==> src/write_queue_pkg.sv <==
package write_queue_pkg;

  localparam int unsigned OFS_W = 12;

  // Register byte offsets
  localparam logic [OFS_W-1:0] OFS_PTR     = 12'h000;
  localparam logic [OFS_W-1:0] OFS_CFG     = 12'h004;
  localparam logic [OFS_W-1:0] OFS_PAUSEEN = 12'h008;
  localparam logic [OFS_W-1:0] OFS_FLAGS   = 12'h00C;
  localparam logic [OFS_W-1:0] OFS_SETCLR  = 12'h010;
  localparam logic [OFS_W-1:0] OFS_IRQMASK = 12'h014;
  localparam logic [OFS_W-1:0] OFS_CURIDX  = 12'h018;
  localparam logic [OFS_W-1:0] OFS_ENDIDX  = 12'h01C;
  localparam logic [OFS_W-1:0] OFS_CMD     = 12'h020;
  localparam logic [OFS_W-1:0] OFS_STATUS  = 12'h024;

  // Field positions
  localparam int unsigned CFG_EN_BIT   = 0;
  localparam int unsigned SC_SET_LSB   = 0;
  localparam int unsigned SC_CLR_LSB   = 8;
  localparam int unsigned SC_TGL_LSB   = 16;
  localparam int unsigned NUM_FLAGS    = 8;
  localparam int unsigned NUM_EXT      = 7;
  localparam int unsigned NUM_PAUSE    = 16;
  localparam int unsigned IDX_PAUSE    = 15;
  localparam int unsigned ST_PAUSE_LSB = 16;

  localparam logic [31:0] WORD_STEP  = 32'h0000_0004;
  localparam logic [31:0] RST_WORD   = 32'h0000_0000;
  localparam logic [15:0] RST_HALF   = 16'h0000;
  localparam logic [7:0]  RST_BYTE   = 8'h00;
  localparam logic [1:0]  RESP_OKAY  = 2'h0;
  localparam logic [1:0]  RESP_SLERR = 2'h2;

  typedef enum logic [2:0] {
    Q_IDLE      = 3'b000,
    Q_FETCH_OFS = 3'b001,
    Q_FETCH_VAL = 3'b010,
    Q_APPLY     = 3'b011,
    Q_WAIT_XACT = 3'b100,
    Q_NEXT      = 3'b101,
    Q_PAUSED    = 3'b110
  } queue_state_t;

  typedef struct packed {
    logic        awvalid;
    logic [31:0] awaddr;
    logic        wvalid;
    logic [31:0] wdata;
    logic [3:0]  wstrb;
    logic        bready;
    logic        arvalid;
    logic [31:0] araddr;
    logic        rready;
  } axi_req_t;

  typedef struct packed {
    logic        awready;
    logic        wready;
    logic        bvalid;
    logic [1:0]  bresp;
    logic        arready;
    logic        rvalid;
    logic [31:0] rdata;
    logic [1:0]  rresp;
  } axi_rsp_t;

  typedef struct packed {
    logic        req;
    logic [31:0] addr;
  } mem_req_t;

  typedef struct packed {
    logic        ack;
    logic [31:0] rdata;
  } mem_rsp_t;

  typedef struct packed {
    logic             valid;
    logic [OFS_W-1:0] offset;
    logic [31:0]      data;
  } unit_wr_t;

endpackage : write_queue_pkg

==> src/register_write_queue.sv <==
// Decided for this implementation: the AXI4-Lite slave port and the register addresses.
module register_write_queue
  import write_queue_pkg::*;
(
  input  wire logic               clock_i,
  input  wire logic               rst_n_i,
  input  wire axi_req_t           axi_i,
  output axi_rsp_t                axi_o,
  output mem_req_t                mem_o,
  input  wire mem_rsp_t           mem_i,
  output unit_wr_t                unit_wr_o,
  output logic                    cmd_start_o,
  output logic [31:0]             cmd_word_o,
  input  wire logic               xact_done_i,
  input  wire logic [NUM_EXT-1:0] ext_pause_i,
  output logic                    queue_paused_event_o
);

  typedef struct packed {
    queue_state_t     fsm;
    logic [31:0]      ptr;
    logic             en;
    logic [15:0]      pause_en;
    logic [7:0]       flags;
    logic [15:0]      irq_mask;
    logic [7:0]       cur_idx;
    logic [7:0]       end_idx;
    logic             grace;
    logic [OFS_W-1:0] ofs;
    logic [31:0]      val;
    mem_req_t         mem;
    unit_wr_t         unit_wr;
    logic             cmd_start;
    logic [31:0]      cmd_word;
    logic             irq;
    logic             aw_got;
    logic [31:0]      awaddr;
    logic             w_got;
    logic [31:0]      wdata;
    logic [3:0]       wstrb;
    axi_rsp_t         axi;
  } state_t;

  state_t st;
  state_t next_st;

  logic [NUM_PAUSE-1:0] pause_src;
  logic                 pause_hit;

  function automatic logic is_mapped(input logic [OFS_W-1:0] ofs);
    is_mapped = (ofs == OFS_PTR) || (ofs == OFS_CFG) || (ofs == OFS_PAUSEEN)
             || (ofs == OFS_FLAGS) || (ofs == OFS_SETCLR) || (ofs == OFS_IRQMASK)
             || (ofs == OFS_CURIDX) || (ofs == OFS_ENDIDX) || (ofs == OFS_CMD)
             || (ofs == OFS_STATUS);
  endfunction : is_mapped

  function automatic logic [31:0] read_reg(input state_t s, input logic [OFS_W-1:0] ofs,
                                           input logic [NUM_PAUSE-1:0] src);
    read_reg = RST_WORD;
    unique case (ofs)
      OFS_PTR:     read_reg = s.ptr;
      OFS_CFG:     read_reg[CFG_EN_BIT] = s.en;
      OFS_PAUSEEN: read_reg[15:0] = s.pause_en;
      OFS_FLAGS:   read_reg[7:0] = s.flags;
      OFS_IRQMASK: read_reg[15:0] = s.irq_mask;
      OFS_CURIDX:  read_reg[7:0] = s.cur_idx;
      OFS_ENDIDX:  read_reg[7:0] = s.end_idx;
      OFS_CMD:     read_reg = s.cmd_word;
      OFS_STATUS:  read_reg = {src, RST_BYTE, 5'h00, s.fsm};
      default:     read_reg = RST_WORD;
    endcase
  endfunction : read_reg

  // Shared by the bus and the queue, so a queued write acts as a processor write
  function automatic state_t write_reg(input state_t s, input logic [OFS_W-1:0] ofs,
                                       input logic [31:0] d);
    state_t r;
    r = s;
    unique case (ofs)
      OFS_PTR:     r.ptr = {d[31:2], 2'b00};
      OFS_CFG:     r.en = d[CFG_EN_BIT];
      OFS_PAUSEEN: r.pause_en = d[15:0];
      OFS_FLAGS:   r.flags = d[7:0];
      OFS_SETCLR:  r.flags = ((s.flags | d[SC_SET_LSB +: NUM_FLAGS])
                             & ~d[SC_CLR_LSB +: NUM_FLAGS])
                             ^ d[SC_TGL_LSB +: NUM_FLAGS];
      OFS_IRQMASK: r.irq_mask = d[15:0];
      OFS_CURIDX:  r.cur_idx = d[7:0];
      OFS_ENDIDX:  r.end_idx = d[7:0];
      OFS_CMD: begin
        r.cmd_word  = d;
        r.cmd_start = 1'b1;
      end
      default:     r = s;
    endcase
    return r;
  endfunction : write_reg

  // Sources 14:8 are the flag XOR its external line
  genvar g;
  generate
    for (g = 0; g < NUM_FLAGS; g++) begin : g_flag_src
      assign pause_src[g] = st.flags[g];
    end
    for (g = 0; g < NUM_EXT; g++) begin : g_ext_src
      assign pause_src[NUM_FLAGS+g] = st.flags[g] ^ ext_pause_i[g];
    end
  endgenerate
  assign pause_src[IDX_PAUSE] = (st.cur_idx == st.end_idx);
  assign pause_hit = |(pause_src & st.pause_en);

  always_comb begin
    logic [31:0]      wmask;
    logic [31:0]      wword;
    logic [OFS_W-1:0] aofs;
    logic [OFS_W-1:0] rofs;
    wmask = RST_WORD;
    wword = RST_WORD;
    aofs  = st.awaddr[OFS_W-1:0];
    rofs  = axi_i.araddr[OFS_W-1:0];
    next_st = st;
    next_st.unit_wr.valid = 1'b0;
    next_st.cmd_start     = 1'b0;
    next_st.irq           = |(pause_src & st.pause_en & st.irq_mask);

    unique case (st.fsm)
      Q_IDLE: begin
        if (st.en) begin
          // First entry is fetched without looking at the pause sources
          next_st.mem.req  = 1'b1;
          next_st.mem.addr = st.ptr;
          next_st.grace    = 1'b0;
          next_st.fsm      = Q_FETCH_OFS;
        end
      end
      Q_FETCH_OFS: begin
        if (mem_i.ack) begin
          next_st.ofs      = {mem_i.rdata[OFS_W-1:2], 2'b00};
          next_st.ptr      = st.ptr + WORD_STEP;
          next_st.mem.addr = st.ptr + WORD_STEP;
          next_st.fsm      = Q_FETCH_VAL;
        end
      end
      Q_FETCH_VAL: begin
        if (mem_i.ack) begin
          next_st.val     = mem_i.rdata;
          next_st.ptr     = st.ptr + WORD_STEP;
          next_st.mem.req = 1'b0;
          next_st.fsm     = Q_APPLY;
        end
      end
      Q_APPLY: begin
        next_st = write_reg(next_st, st.ofs, st.val);
        if (!is_mapped(st.ofs)) begin
          next_st.unit_wr.valid  = 1'b1;
          next_st.unit_wr.offset = st.ofs;
          next_st.unit_wr.data   = st.val;
        end
        // The pause check is skipped for the next entry after a queued OFS_SETCLR write
        next_st.grace = (st.ofs == OFS_SETCLR);
        next_st.fsm   = (st.ofs == OFS_CMD) ? Q_WAIT_XACT : Q_NEXT;
      end
      Q_WAIT_XACT: begin
        if (xact_done_i) begin
          next_st.fsm = Q_NEXT;
        end
      end
      Q_NEXT: begin
        next_st.grace = 1'b0;
        if (!st.en) begin
          next_st.fsm = Q_IDLE;
        end else if (pause_hit && !st.grace) begin
          next_st.fsm = Q_PAUSED;
        end else begin
          next_st.mem.req  = 1'b1;
          next_st.mem.addr = st.ptr;
          next_st.fsm      = Q_FETCH_OFS;
        end
      end
      Q_PAUSED: begin
        if (!st.en) begin
          next_st.fsm = Q_IDLE;
        end else if (!pause_hit) begin
          next_st.mem.req  = 1'b1;
          next_st.mem.addr = st.ptr;
          next_st.fsm      = Q_FETCH_OFS;
        end
      end
      default: begin
        next_st.fsm     = Q_IDLE;
        next_st.mem.req = 1'b0;
      end
    endcase

    // Bus write channels; held off during a queued apply so the two never collide
    if (axi_i.awvalid && st.axi.awready) begin
      next_st.aw_got      = 1'b1;
      next_st.awaddr      = axi_i.awaddr;
      next_st.axi.awready = 1'b0;
    end
    if (axi_i.wvalid && st.axi.wready) begin
      next_st.w_got      = 1'b1;
      next_st.wdata      = axi_i.wdata;
      next_st.wstrb      = axi_i.wstrb;
      next_st.axi.wready = 1'b0;
    end
    if (st.aw_got && st.w_got && !st.axi.bvalid && st.fsm != Q_APPLY) begin
      for (int i = 0; i < 4; i++) begin
        wmask[i*8 +: 8] = {8{st.wstrb[i]}};
      end
      wword = (read_reg(st, aofs, pause_src) & ~wmask) | (st.wdata & wmask);
      if (is_mapped(aofs)) begin
        next_st = write_reg(next_st, aofs, wword);
        next_st.axi.bresp = RESP_OKAY;
      end else begin
        next_st.axi.bresp = RESP_SLERR;
      end
      next_st.aw_got     = 1'b0;
      next_st.w_got      = 1'b0;
      next_st.axi.bvalid = 1'b1;
    end
    if (st.axi.bvalid && axi_i.bready) begin
      next_st.axi.bvalid  = 1'b0;
      next_st.axi.awready = 1'b1;
      next_st.axi.wready  = 1'b1;
    end

    // Read channel
    if (axi_i.arvalid && st.axi.arready) begin
      next_st.axi.arready = 1'b0;
      next_st.axi.rvalid  = 1'b1;
      next_st.axi.rdata   = read_reg(st, rofs, pause_src);
      next_st.axi.rresp   = is_mapped(rofs) ? RESP_OKAY : RESP_SLERR;
    end
    if (st.axi.rvalid && axi_i.rready) begin
      next_st.axi.rvalid  = 1'b0;
      next_st.axi.arready = 1'b1;
    end
  end

  always_ff @(posedge clock_i or negedge rst_n_i) begin
    if (!rst_n_i) begin
      st             <= '0;
      st.fsm         <= Q_IDLE;
      st.axi.awready <= 1'b1;
      st.axi.wready  <= 1'b1;
      st.axi.arready <= 1'b1;
    end else begin
      st <= next_st;
    end
  end

  assign axi_o                = st.axi;
  assign mem_o                = st.mem;
  assign unit_wr_o            = st.unit_wr;
  assign cmd_start_o          = st.cmd_start;
  assign cmd_word_o           = st.cmd_word;
  assign queue_paused_event_o = st.irq;

endmodule : register_write_queue

==> config.mk <==
export PLATFORM = sky130hd
export DESIGN_NAME = register_write_queue
export DESIGN_NICKNAME = d
export VERILOG_FILES = /design/src/write_queue_pkg.sv /design/src/register_write_queue.sv
export SDC_FILE = /design/constraint.sdc
export NUM_CORES = 1
export LEC_CHECK = 0
export ABC_CLOCK_PERIOD_IN_PS = 7100
export BUFFER_PORTS_ARGS = -buffer_cell sky130_fd_sc_hd__buf_2
export CORE_MARGIN = 1
export CORE_UTILIZATION = 32
export CTS_CLUSTER_SIZE = 28
export DETAILED_ROUTE_END_ITERATION = 8
export SLEW_MARGIN = 0
export SYNTH_ARGS = -nofsm -noshare
export SYNTH_HDL_FRONTEND = slang
export SYNTH_SLANG_ARGS = --single-unit
==> constraint.sdc <==
create_clock -name clock_i -period 7.1 [get_ports clock_i]
set_input_delay 0.71 -clock clock_i [delete_from_list [all_inputs] [get_ports clock_i]]
set_output_delay 0.71 -clock clock_i [all_outputs]
set_load 0.1 [all_outputs]
After elaboration in Yosys (flattened, before gate mapping)

Index checks and enable logic that the tools add are counted.

Output and inout bits: 153
Bits of input ports: 148
Register bits after elaboration: 360
Logic and storage cells: 201

Bitwise logic cells: 21
Equal/unequal tests: 35
Reduce and logical (&&, ||, !) cells: 45
Add/sub/neg operators: 1
Mux-type cells: 67

Operators with widths:

| cell                    | count |
|---|---|
| $mux W357               | 1 |
| $mux W319               | 1 |
| $mux W33                | 9 |
| $mux W190               | 1 |
| $eq A12 B5 Y1 const B   | 12 |
| $mux W32                | 4 |
| $pmux W32 S4            | 1 |
| $pmux W7 S8             | 2 |
| $pmux W16 S3            | 2 |
| $pmux W32 S3            | 1 |
| $mux W16                | 5 |
| $eq A12 B4 Y1 const B   | 6 |
| $eq A12 B6 Y1 const B   | 6 |
| $mux W35                | 2 |
| $and A32 B32 Y32        | 2 |
| $pmux W8 S4             | 2 |
| $mux W57                | 1 |
| $mux W45                | 1 |
| $mux W8                 | 5 |
| $mux W37                | 1 |
| $eq A12 B3 Y1 const B   | 3 |
| $logic_not A12 Y1       | 3 |
| $mux W36                | 1 |
| $add A32 B3 Y32 const B | 1 |
| other kinds (29)        | 96 |

Logic depth before layout (Yosys ltp)

Word-level depth: 17
Depth in mapped cells: 11
Gate-level depth less buffers: 9

Worst setup path before layout

No wires, ideal clock.

Path kind: reg2reg
Start point: register st[85] (netlist bit)
End point: register st, in the netlist pause_src[1]
Library setup time: 78 ps
Setup slack: 4277 ps
Clock period less this slack: 2823 ps
Data required time: 7022 ps
Stages on the path, launching flop included: 11
Arrival: 2745 ps
Path buffers: 3
Cell sequence: dfrtp_1 or4_1 buf_6 or4_4 buf_6 or4_4 buf_6 a2bb2oi_1 o32ai_2 a21oi_1 o21ai_2

RTL lines:

| what                   | RTL line                    | text |
|---|---|---|
| start, declared        | register_write_queue.sv:44  | `state_t st;` |
| start signal, assigned | register_write_queue.sv:249 | `st <= next_st;` |

==> out/summary.txt <==
multi-input logic area -> 8990 µm²
first-pass GRT wire length -> 105000 µm
setup TNS -> 0 ns
CTS H-tree lvls -> 2
crit path max fanout -> 22
status -> completed
Avg Cell Area, Syn -> 9.61 µm²
pwr dens -> 444 nW/µm²
Port Buffers -> 256
TritonCTS Buffers -> 40
grt ovf -> 0
post-CTS setup buffer count -> 0
Clock Sinks -> 334
hold_ws -> 0.200 ns
vias in the first global route -> 14965
CP max stage delay -> 1.16 ns
fin crit period -> 4.19 ns
Simple-Gate Fraction of Synth Area -> 12.9%
post-synthesis mux area share -> 13.9%
Netlist cell types -> 72
Starting Density -> 32.4%
register area -> 8360 µm²
#FFs+latches synth -> 334
First-pass DRT Iterations -> 8
crit path capture type -> flip-flop
YS warnings -> 0
Yosys top cell area share -> 43.4%
cell family with most CP delay -> simple AND/OR/NAND/NOR gates
Finish-stage setup viols -> 0
Initial DRC Count -> 1979
filler instances -> 5930
Final Hold Fails -> 0
pin count of the biggest net entering global routing -> 172
Finished Layout Cells -> 2818
type of the worst setup path -> flip-flop to flip-flop
Cell Area, Synth -> 19100 µm²
core area -> 58900 µm²
Worst-path clk slew -> 0.06 ns
GP Congestion -> 0.964
maximum vdd drop -> 0.388 mV
Die Height -> 246 µm
period utilization -> 59.1%
Combinational Power Share -> 41.8%
CP arrival -> 4.68 ns
Least-Margin Pin Slew -> 1.29 ns
Clock Skews -> 0.0213 ns
Net Sw Frac -> 49.5%
Seq pwr share -> 35.0%
nets@finish -> 2163
most used cell, CP -> nor2_1
Leak -> 9.12 nW
Power Internal -> 4.79 mW
vias per cell -> 5.70
min-delay worst type -> input pin to asynchronous set/reset pin
# rows -> 89
GRT Resource Usage Total -> 23.7%
Area Overhead vs Synth -> 11.8%
largest family of logic cells by synthesized area -> compound AO/OA/AOI/OAI gates
Root Driver -> clkbuf_16
# IOs -> 301
adder-cell area share of the yosys netlist -> 0.0656%
wire per inst -> 26.0 µm
CTS Buffer Depth -> 3
relative slew slack -> 13.4%
CP Launch Type -> flip-flop
switching power total -> 4.69 mW
commonest non-fill, non-tap cell in the layout -> dfrtp_1
cts hold-fix bufs -> 0
die width -> 246 µm
WP buf/inv -> 1
Top FF cell, synth -> dfrtp_1
Post-Place Cells -> 2745
max_cap viols -> 0
post-detail-place hpwl -> 52000 µm
RSZ-0062 raised after global routing -> no
Post-synth EDFFs -> 0
wirelength, routed -> 73100 µm
Yosys top cell by area -> dfrtp_1
Critical Path RT -> 7.59 ns
Die Area -> 60600 µm²
CTS tree -> done
Synth Area in XOR/XNOR -> 2.62%
Synth area leaders -> dfrtp_1, mux2_2, buf_4, a21oi_1, nor2_1
DRT antenna net count -> 0
maximum clock rate -> 238 MHz
via count -> 16051
critical-path cell list -> nor3b_2 > buf_4 > nand2_1 > nand2b_1 > nor2_1 > o21ai_0 > o311ai_0 > nor2_1 > a21oi_1
FFs w/ async S/R, synth -> 100%
drt drc -> 0
initial antenna violation count -> 1
cells after synthesis -> 1985
Compound-Gate Fraction of Synth Area -> 16.9%
slowest CP cell -> nor2_1
layout cell share with drive strength beyond 1 -> 28.8%
Skew-Pair Late Insertion Delay -> 0.58 ns
Final Max Slew Viols -> 0
clock power share -> 23.2%
register area share after synthesis -> 43.8%
most frequent cells in the layout -> dfrtp_1, buf_2, mux2_2, a21oi_1, nor2_1
post-CTS resize count -> 0
[power by group through the flow]
stage	Combinational [mW]	Clock, mW	Sequential (mW)
global route	4.15	2.31	3.37
finish	3.96	2.20	3.31
floorplan	3.67	0	2.76
global placement	3.90	0	3.28
detailed placement	3.95	0	3.32
CTS	3.96	2.24	3.29
[Yosys cell counts (25+ instances only)]
master,count
xnor2_1,32
o21ai_0,108
nand3_1,32
xor2_1,25
inv_1,26
nand2_1,151
nor2_1,193
buf_2,25
dfrtp_1,331
a222oi_1,39
mux2_2,199
a22oi_1,27
mux2i_1,30
clkbuf_1,116
buf_4,151
a21oi_1,195
[flip-flops by register name, indices dropped and copies added (netlist names)]
signal and cells:
st 177, cmd_start_o 1, mem_o 33, cmd_word_o 32
queue_paused_event_o 1, pause_src 8, unit_wr_o 43, axi_o 39
[final timing paths]
kind | from | end | slack [ns] | cells past startpoint
min in group clock_i | axi_i[71] | axi_o[39] | 0.29 | 2
max reg2reg | st[359] | st[353] | 2.91 | 9
min | rst_n_i | unit_wr_o[1] | 0.20 | 1
min reg2reg | axi_o[8] | axi_o[8] | 0.47 | 2
max in group asynchronous | rst_n_i | cmd_word_o[26] | 5.34 | 2
max | st[359] | st[353] | 2.91 | 9
[kinds of logic after synthesis]
logic type / after synthesis
compound gates: 506
xor+xnor: 57
fa+ha+maj: 1
buf+inv: 329
flops: 334
mux: 234
other cells: 1
simple gates: 523
[final cells by class]
| cell class | instances | share of cell area, % |
|---|---|---|
| clock buffers | 54 | 5.27 |
| flip-flops and latches | 334 | 39.2 |
| diodes | 2 | 0.0235 |
| repair buffers | 287 | 7.20 |
| clock inverters | 17 | 1.17 |
| inverters | 26 | 0.457 |
| well taps | 773 | 4.53 |
| multi-input cells | 1325 | 42.1 |
[metrics by stage]
stage	cell area (µm²)	total power [mW]	worst slack, ns	util (%)
global placement	20000	7.18	3.24	33.9
finish	21300	9.47	2.91	36.2
detailed placement	20000	7.27	3.18	33.9
floorplan	19100	6.43	4.28	-
CTS	21300	9.49	3.14	36.2
global route	21300	9.84	2.79	36.2
[layer usage]
| metal | vias to the layer above | track usage (%) | wire length (µm) | share of wire, % |
|---|---|---|---|---|
| met3 | 131 | 5.22 | 7400 | 10 |
| met2 | 939 | 34.4 | 31600 | 43 |
| met4 | 0 | 9.34 | 2820 | 3.9 |
| li1 | 7050 | - | - | - |
| met1 | 7931 | 34.0 | 31400 | 43 |
| met5 | - | 0 | 0 | 0 |
Power figures use the tool's default switching activity.
